===== src/mlc_pkg.sv =====
// package of offsets, fields and carriers for the message-list counter block
package mlc_pkg;
  localparam logic [11:0] MLC_OFS_OUT_POST = 12'h134;
  localparam logic [11:0] MLC_OFS_IN_POST = 12'h138;
  localparam logic [11:0] MLC_OFS_CTRL = 12'h13c;
  localparam logic [7:0] MLC_PORT_IN = 8'h40;
  localparam logic [7:0] MLC_PORT_OUT = 8'h44;
  localparam int MLC_CNT_W = 16;
  localparam int MLC_LOAD_BIT = 31;
  localparam int MLC_CTRL_INIT_BIT = 0;
  localparam int MLC_CTRL_SERR_BIT = 1;
  localparam int MLC_CTRL_RSERR_BIT = 3;
  localparam int MLC_CMD_SERR_EN_BIT = 8;
  localparam logic [15:0] MLC_CNT_RST = 16'h0000;

  typedef struct packed {
    logic [11:0] addr;
    logic [31:0] wdata;
    logic wr;
    logic rd;
  } mlc_bus_req_t;

  typedef struct packed {
    logic [7:0] port;
    logic rd;
    logic wr;
  } mlc_pci_acc_t;

  typedef enum logic [1:0] {
    MLC_CNT_HOLD = 2'b00,
    MLC_CNT_INC = 2'b01,
    MLC_CNT_DEC = 2'b10,
    MLC_CNT_LOAD = 2'b11
  } mlc_cnt_op_t;
endpackage : mlc_pkg


===== src/mlc_counter.sv =====
// one 16-bit list counter with processor action and pci adjustment
`timescale 1ns/1ps
module mlc_counter
  import mlc_pkg::*;
(
  input wire logic i_clk,
  input wire logic i_resetn,
  input wire mlc_cnt_op_t i_cpu_op,
  input wire logic [15:0] i_load_val,
  input wire logic i_pci_inc,
  input wire logic i_pci_dec,
  output logic [15:0] o_count
);
  logic [15:0] base;
  logic [15:0] pci_adj;

  always_comb begin
    case (i_cpu_op)
      MLC_CNT_INC: base = o_count + 16'h0001;
      MLC_CNT_DEC: base = o_count - 16'h0001;
      MLC_CNT_LOAD: base = i_load_val;
      default: base = o_count;
    endcase
    // pci step applied on top of processor action
    if (i_pci_inc && !i_pci_dec) begin
      pci_adj = 16'h0001;
    end else if (i_pci_dec && !i_pci_inc) begin
      pci_adj = 16'hffff;
    end else begin
      pci_adj = 16'h0000;
    end
  end

  always_ff @(posedge i_clk) begin
    if (!i_resetn) begin
      o_count <= MLC_CNT_RST;
    end else begin
      o_count <= base + pci_adj;
    end
  end
endmodule : mlc_counter


===== src/mlc_top.sv =====
// message-list counters and low processor control bits
`timescale 1ns/1ps
// Behaviour
// - processor write to outbound count increments it when bit 31 is clear, loads it when set.
// - each pci read of port 44h decrements the outbound count.
// - pci interrupt is asserted while outbound count is nonzero unless masked.
// - each pci write of port 40h increments the inbound count.
// - processor write to inbound count decrements it when bit 31 is clear, loads it when set.
// - processor interrupt is posted while inbound count is nonzero, per the two enable masks.
// - both counts are 16 bits, reset to zero, upper bits read zero.
// - while init-complete is clear, config cycles and io or memory claims are refused.
// - once init-complete is set, config cycles answer normally; it resets to zero.
// - assert-serr bit drives system error when central strap is off and command bit 8 is set.
// - received-serr is set by external serr while central strap is on, cleared by writing 1.
module mlc_top
  import mlc_pkg::*;
(
  input wire logic i_clk,
  input wire logic i_resetn,
  input wire logic [11:0] i_addr,
  input wire logic [31:0] i_wdata,
  input wire logic i_wr,
  input wire logic i_rd,
  output logic [31:0] o_rdata,
  input wire logic i_pci_port_rd,
  input wire logic i_pci_port_wr,
  input wire logic [7:0] i_pci_port_addr,
  input wire logic i_out_irq_mask,
  input wire logic i_normal_irq_enable_reg,
  input wire logic i_fast_irq_enable_reg,
  input wire logic i_normal_rserr_enable,
  input wire logic i_fast_rserr_enable,
  input wire logic i_cmd_reg_bit8,
  input wire logic i_central_fn,
  input wire logic i_serr_n,
  output logic o_pci_irq_n,
  output logic o_cpu_irq,
  output logic o_cpu_fiq,
  output logic o_cpu_rserr_irq,
  output logic o_cpu_rserr_fiq,
  output logic o_target_enable,
  output logic o_serr_n_out,
  output logic o_serr_n_oe
);
  // ----------------------------------------------------------------
  // request carriers and decode
  // ----------------------------------------------------------------
  mlc_bus_req_t req;
  mlc_pci_acc_t pci;
  logic [15:0] out_count;
  logic [15:0] in_count;
  logic init_done;
  logic assert_serr;
  logic rx_serr;
  logic strap_s1, strap_s2;
  logic serr_s1, serr_s2;
  mlc_cnt_op_t out_op;
  mlc_cnt_op_t in_op;
  logic pci_out_rd;
  logic pci_in_wr;

  assign req = '{addr: i_addr, wdata: i_wdata, wr: i_wr, rd: i_rd};
  assign pci = '{port: i_pci_port_addr, rd: i_pci_port_rd, wr: i_pci_port_wr};

  function automatic mlc_cnt_op_t cpu_op(input logic hit, input logic load,
                                         input mlc_cnt_op_t step);
    if (!hit) begin
      cpu_op = MLC_CNT_HOLD;
    end else if (load) begin
      cpu_op = MLC_CNT_LOAD;
    end else begin
      cpu_op = step;
    end
  endfunction : cpu_op

  assign out_op = cpu_op(req.wr && req.addr == MLC_OFS_OUT_POST,
                         req.wdata[MLC_LOAD_BIT], MLC_CNT_INC);
  assign in_op = cpu_op(req.wr && req.addr == MLC_OFS_IN_POST,
                        req.wdata[MLC_LOAD_BIT], MLC_CNT_DEC);
  assign pci_out_rd = pci.rd && pci.port == MLC_PORT_OUT;
  assign pci_in_wr = pci.wr && pci.port == MLC_PORT_IN;

  // ----------------------------------------------------------------
  // counters
  // ----------------------------------------------------------------
  mlc_counter u_out_cnt (
    .i_clk(i_clk),
    .i_resetn(i_resetn),
    .i_cpu_op(out_op),
    .i_load_val(req.wdata[MLC_CNT_W-1:0]),
    .i_pci_inc(1'b0),
    .i_pci_dec(pci_out_rd),
    .o_count(out_count)
  );

  mlc_counter u_in_cnt (
    .i_clk(i_clk),
    .i_resetn(i_resetn),
    .i_cpu_op(in_op),
    .i_load_val(req.wdata[MLC_CNT_W-1:0]),
    .i_pci_inc(pci_in_wr),
    .i_pci_dec(1'b0),
    .o_count(in_count)
  );

  // ----------------------------------------------------------------
  // pin synchronisers
  // ----------------------------------------------------------------
  always_ff @(posedge i_clk) begin
    if (!i_resetn) begin
      strap_s1 <= 1'b0;
      strap_s2 <= 1'b0;
      serr_s1 <= 1'b1;
      serr_s2 <= 1'b1;
    end else begin
      strap_s1 <= i_central_fn;
      strap_s2 <= strap_s1;
      serr_s1 <= i_serr_n;
      serr_s2 <= serr_s1;
    end
  end

  // ----------------------------------------------------------------
  // control register
  // ----------------------------------------------------------------
  always_ff @(posedge i_clk) begin
    if (!i_resetn) begin
      init_done <= 1'b0;
      assert_serr <= 1'b0;
    end else if (req.wr && req.addr == MLC_OFS_CTRL) begin
      init_done <= req.wdata[MLC_CTRL_INIT_BIT];
      assert_serr <= req.wdata[MLC_CTRL_SERR_BIT];
    end
  end

  always_ff @(posedge i_clk) begin
    if (!i_resetn) begin
      rx_serr <= 1'b0;
    end else if (!serr_s2 && strap_s2) begin
      rx_serr <= 1'b1;
    end else if (req.wr && req.addr == MLC_OFS_CTRL && req.wdata[MLC_CTRL_RSERR_BIT]) begin
      rx_serr <= 1'b0;
    end
  end

  // ----------------------------------------------------------------
  // outputs
  // ----------------------------------------------------------------
  logic drive_serr;
  assign drive_serr = assert_serr && !strap_s2 && i_cmd_reg_bit8;

  always_ff @(posedge i_clk) begin
    if (!i_resetn) begin
      o_pci_irq_n <= 1'b1;
      o_cpu_irq <= 1'b0;
      o_cpu_fiq <= 1'b0;
      o_cpu_rserr_irq <= 1'b0;
      o_cpu_rserr_fiq <= 1'b0;
      o_target_enable <= 1'b0;
      o_serr_n_out <= 1'b1;
      o_serr_n_oe <= 1'b1;
    end else begin
      o_pci_irq_n <= !((out_count != 16'h0000) && !i_out_irq_mask);
      o_cpu_irq <= (in_count != 16'h0000) && i_normal_irq_enable_reg;
      o_cpu_fiq <= (in_count != 16'h0000) && i_fast_irq_enable_reg;
      o_cpu_rserr_irq <= rx_serr && i_normal_rserr_enable;
      o_cpu_rserr_fiq <= rx_serr && i_fast_rserr_enable;
      o_target_enable <= init_done;
      o_serr_n_out <= 1'b0;
      o_serr_n_oe <= !drive_serr;
    end
  end

  // ----------------------------------------------------------------
  // read data
  // ----------------------------------------------------------------
  always_ff @(posedge i_clk) begin
    if (!i_resetn) begin
      o_rdata <= 32'h0000_0000;
    end else if (req.rd) begin
      if (req.addr == MLC_OFS_OUT_POST) begin
        o_rdata <= {16'h0000, out_count};
      end else if (req.addr == MLC_OFS_IN_POST) begin
        o_rdata <= {16'h0000, in_count};
      end else if (req.addr == MLC_OFS_CTRL) begin
        o_rdata <= {28'h000_0000, rx_serr, 1'b0, assert_serr, init_done};
      end else begin
        o_rdata <= 32'h0000_0000;
      end
    end else begin
      o_rdata <= 32'h0000_0000;
    end
  end
endmodule : mlc_top


===== config.mk =====
export PLATFORM = sky130hd
export DESIGN_NAME = mlc_top
export DESIGN_NICKNAME = d
export VERILOG_FILES = /design/src/mlc_pkg.sv /design/src/mlc_counter.sv /design/src/mlc_top.sv
export SDC_FILE = /design/constraint.sdc
export NUM_CORES = 1
export LEC_CHECK = 0
export BUFFER_PORTS_ARGS = -buffer_cell sky130_fd_sc_hd__buf_4
export CORE_ASPECT_RATIO = 0.8
export CORE_MARGIN = 8
export CORE_UTILIZATION = 50
export DETAILED_ROUTE_END_ITERATION = 8
export GPL_TIMING_DRIVEN = 1
export PLACE_DENSITY = 0.83
export SETUP_SLACK_MARGIN = 0.5
export SYNTH_ARGS = -nofsm -noshare
export SYNTH_HDL_FRONTEND = slang
export SYNTH_SLANG_ARGS = --single-unit

===== constraint.sdc =====
create_clock -name i_clk -period 4.1 [get_ports i_clk]
set_input_delay 0.205 -clock i_clk [delete_from_list [all_inputs] [get_ports i_clk]]
set_output_delay 0.205 -clock i_clk [all_outputs]
set_load 0.1 [all_outputs]

==> impl_metrics.json <==
{
  "max_slew_margin_pct": 33.00,
  "p_leak_uw": 0.002509,
  "tritoncts": "done",
  "core_area_um2": 9076,
  "worstPathMaxFanout": 7,
  "wl_um": 15370,
  "setup_tns_ns": 0,
  "die_y_um": 102.6,
  "grt_max_degree": 35,
  "path_class": "in -> reg",
  "nets": 793,
  "grtUsageTotal_pct": 22.82,
  "crit_arrival_ns": 3.81,
  "clk_latency_ns": 0.33,
  "crit_path_end_kind": "register",
  "met2_usage_pct": 35.02,
  "core.rowCount": 31,
  "p_per_area_nw_per_um2": 262.6,
  "max_freq_ghz": 0.2798,
  "synthArstFlopShare_pct": 0,
  "synth_edf_count": 0,
  "hp-class": "in -> reg",
  "clock_skew_ns": 0.006034,
  "start_util_pct": 51.70,
  "io_pins": 106,
  "critical_path.cell_chain": "buf_4 > nor4b_4 > and3_4 > nand2_2 > nor2_4 > buf_6 > ha_2 > o211ai_1 > o31ai_2 > or4_4 > a21oi_2 > xnor2_1 > a21oi_2 > or3_4 > or3_1 > a21oi_1",
  "max_cap_viol_count": 0,
  "synthDistinctLibCells": 69,
  "first_global_vias": 4622,
  "grt_antenna_before_repair": 0,
  "fin_cells": 812,
  "critPathSlowestCell": "or4_4",
  "ys_ff_latch": 63,
  "cts_sinks": 63,
  "period_minus_slack_ns": 3.574,
  "portBuffers": 74,
  "area_growth_pct": 26.43,
  "first_pass_iters": 7,
  "rsz0062_at_grt": "true",
  "synthCells": 598,
  "die_width_um": 124.3,
  "max-vdd-ir-drop_mv": 0.2627,
  "cts_buffers": 9,
  "fill_cells": 737,
  "tightest_slew_ns": 0.9988,
  "min-delay-start": "i_serr_n",
  "route.detailed.drc": 0,
  "yosysWarnings": 0,
  "grtUsageMet1_pct": 30.18,
  "post_drt_wl_per_cell_um": 18.92,
  "hold_violations": 0,
  "cp_common_cell": "a21oi_2",
  "worstPathRequired_ns": 4.33,
  "critPathMaxStageDelay_ns": 0.52,
  "place_congestion": 1.001,
  "ys_seq_area_share_pct": 26.88,
  "first_iter_violations": 627,
  "die_area_um2": 12760,
  "post-route-period-util_pct": 87.18,
  "cp-startpoint": "i_addr[9]",
  "finalSetupViolations": 0,
  "grt_pass1_wl_um": 23550,
  "slew_viol_final": 0,
  "cts_max_level": 3,
  "overflow": 0,
  "cts_root_buffer": "clkbuf_16",
  "syn_avg_cell_area_um2": 7.846,
  "largestRegisters": "o_rdata x16, u_in_cnt.o_count x16, u_out_cnt.o_count x16",
  "startpoint_type": "primary input",
  "dp_hpwl_um": 11590,
  "clk_pin_slew_ns": 0.06,
  "worstReg2RegStart": "u_out_cnt.o_count[1]",
  "dp.cells": 792,
  "avgViaCountPerCell": 6.153,
  "yosys_most_used_dff": "dfxtp_1",
  "clk_path_buf_depth": 2,
  "syn-cell-area_um2": 4692,
  "status": "completed",
  "detail-route-antenna-nets": 0,
  "drive_gt1_share_pct": 24.10,
  "antenna_cells": 0,
  "via_count": 4996,
  "gr-usage-met3_pct": 6.269,
  "grt_busiest_layer": "met2"
}
through the flow:
stage                     hold WS (ns)  util (%)  total power, µW  instance area, µm²  setup slack (ns)
after floorplan                 0.2780         -            741.8                4760            0.4333
after global placement          0.3946     59.95            783.3                5441            0.1589
after detailed placement        0.4015     59.95            785.1                5441           0.04558
after CTS                      0.06965     63.61             1553                5773            0.4542
after global routing           0.06341     65.36             1593                5932            0.3836
final                          0.07260     65.36             1558                5932            0.5258
synthesized netlist by cell type (11+ instances only):
library cell  number  share of area, %
a21oi_1           51               5.4
a22oi_1           15               2.4
and2_1            14               1.9
and3_1            13               1.7
buf_4             17               2.7
clkbuf_1          17               1.4
dfxtp_1           63                27
ha_1              33               8.8
mux2i_1           13               2.8
nand2_1           52               4.2
nand3_1           26               2.8
nor2_1            65               5.2
nor4_1            11               1.5
o21ai_0           33               3.5
o22ai_1           12               1.6
xnor2_1           18               3.4
xor2_1            12               2.2
worst paths after layout:
check                           slack, ns               endpoint  cells after the start
worst max register to register       0.77  u_out_cnt.o_count[13]                     15
worst min register to register       0.41                serr_s2                      1
worst max-delay path                 0.53   u_in_cnt.o_count[13]                     16
worst min-delay path                 0.07                serr_s1                      2
critical path, delay by kind of cell:
kind / cells / cell delay, ns
compound gates: 5 / 0.77
xor+xnor: 1 / 0.16
fa+ha+maj: 1 / 0.29
buf+inv: 2 / 0.25
simple gates: 7 / 2.12
repair_timing:
action / CTS / global route
setup endpoints to repair: 5 / 10
hold buffers: 0 / 0
pin swaps: 1 / 12
buffers inserted: 1 / 3
gates resized for setup: 6 / 36
cell usage in the layout (no fill, tap or decap), drive strengths merged, types with 6 or more instances in the layout:
cell type | netlist | routed
buf | 26 | 111
nor2 | 65 | 65
dfxtp | 63 | 63
nand2 | 52 | 52
a21oi | 51 | 51
o21ai | 37 | 37
ha | 33 | 33
nand3 | 26 | 26
xnor2 | 18 | 18
conb | 1 | 16
a22oi | 15 | 15
and2 | 14 | 14
and3 | 13 | 13
mux2i | 13 | 13
o22ai | 12 | 12
xor2 | 12 | 12
inv | 9 | 12
nor4 | 11 | 11
nor3 | 9 | 9
clkbuf | 17 | 9
a211oi | 9 | 9
a21o | 8 | 8
or3 | 8 | 8
nand4 | 6 | 6
nor3b | 6 | 6
power by group:
| part | internal, µW | total (µW) | switching [µW] | leakage, µW |
|---|---|---|---|---|
| logic | 43.4 | 159 | 116 | 0.00186 |
| registers | 615 | 617 | 1.81 | 0.000509 |
| clock network | 478 | 782 | 304 | 0.000143 |
layout make-up:
class                   instances  area [µm²]  share of cell area [%]
multi-input cells             497        3343                   56.36
clock inverters                 7       80.08                   1.350
repair buffers                111       840.8                   14.17
well taps                     115       143.9                   2.426
inverters                      10       37.54                  0.6328
clock buffers                   9       225.2                   3.797
flip-flops and latches         63        1261                   21.26
metal layers:
metal | part of all wire (%) | vias to the layer above
met1 | 41 | 2264
met2 | 42 | 320
li1 | - | 2359
met4 | 3.3 | 0
met5 | 0 | -
met3 | 14 | 53
kinds of logic (layout without fill, tap and decap cells):
| kind of cell | Yosys count | in the layout | share of synthesized area [%] |
|---|---|---|---|
| AND/OR/NAND/NOR | 236 | 236 | 26.00 |
| adder cells (fa/ha/maj) | 35 | 35 | 9.653 |
| other | 1 | 16 | 0.07992 |
| XOR/XNOR | 30 | 30 | 5.600 |
| flip-flops | 63 | 63 | 26.88 |
| multiplexers | 13 | 13 | 2.773 |
| AO/OA/AOI/OAI | 167 | 167 | 22.64 |
| buffers and inverters | 53 | 137 | 6.373 |
(Power assumes the default switching activity.)
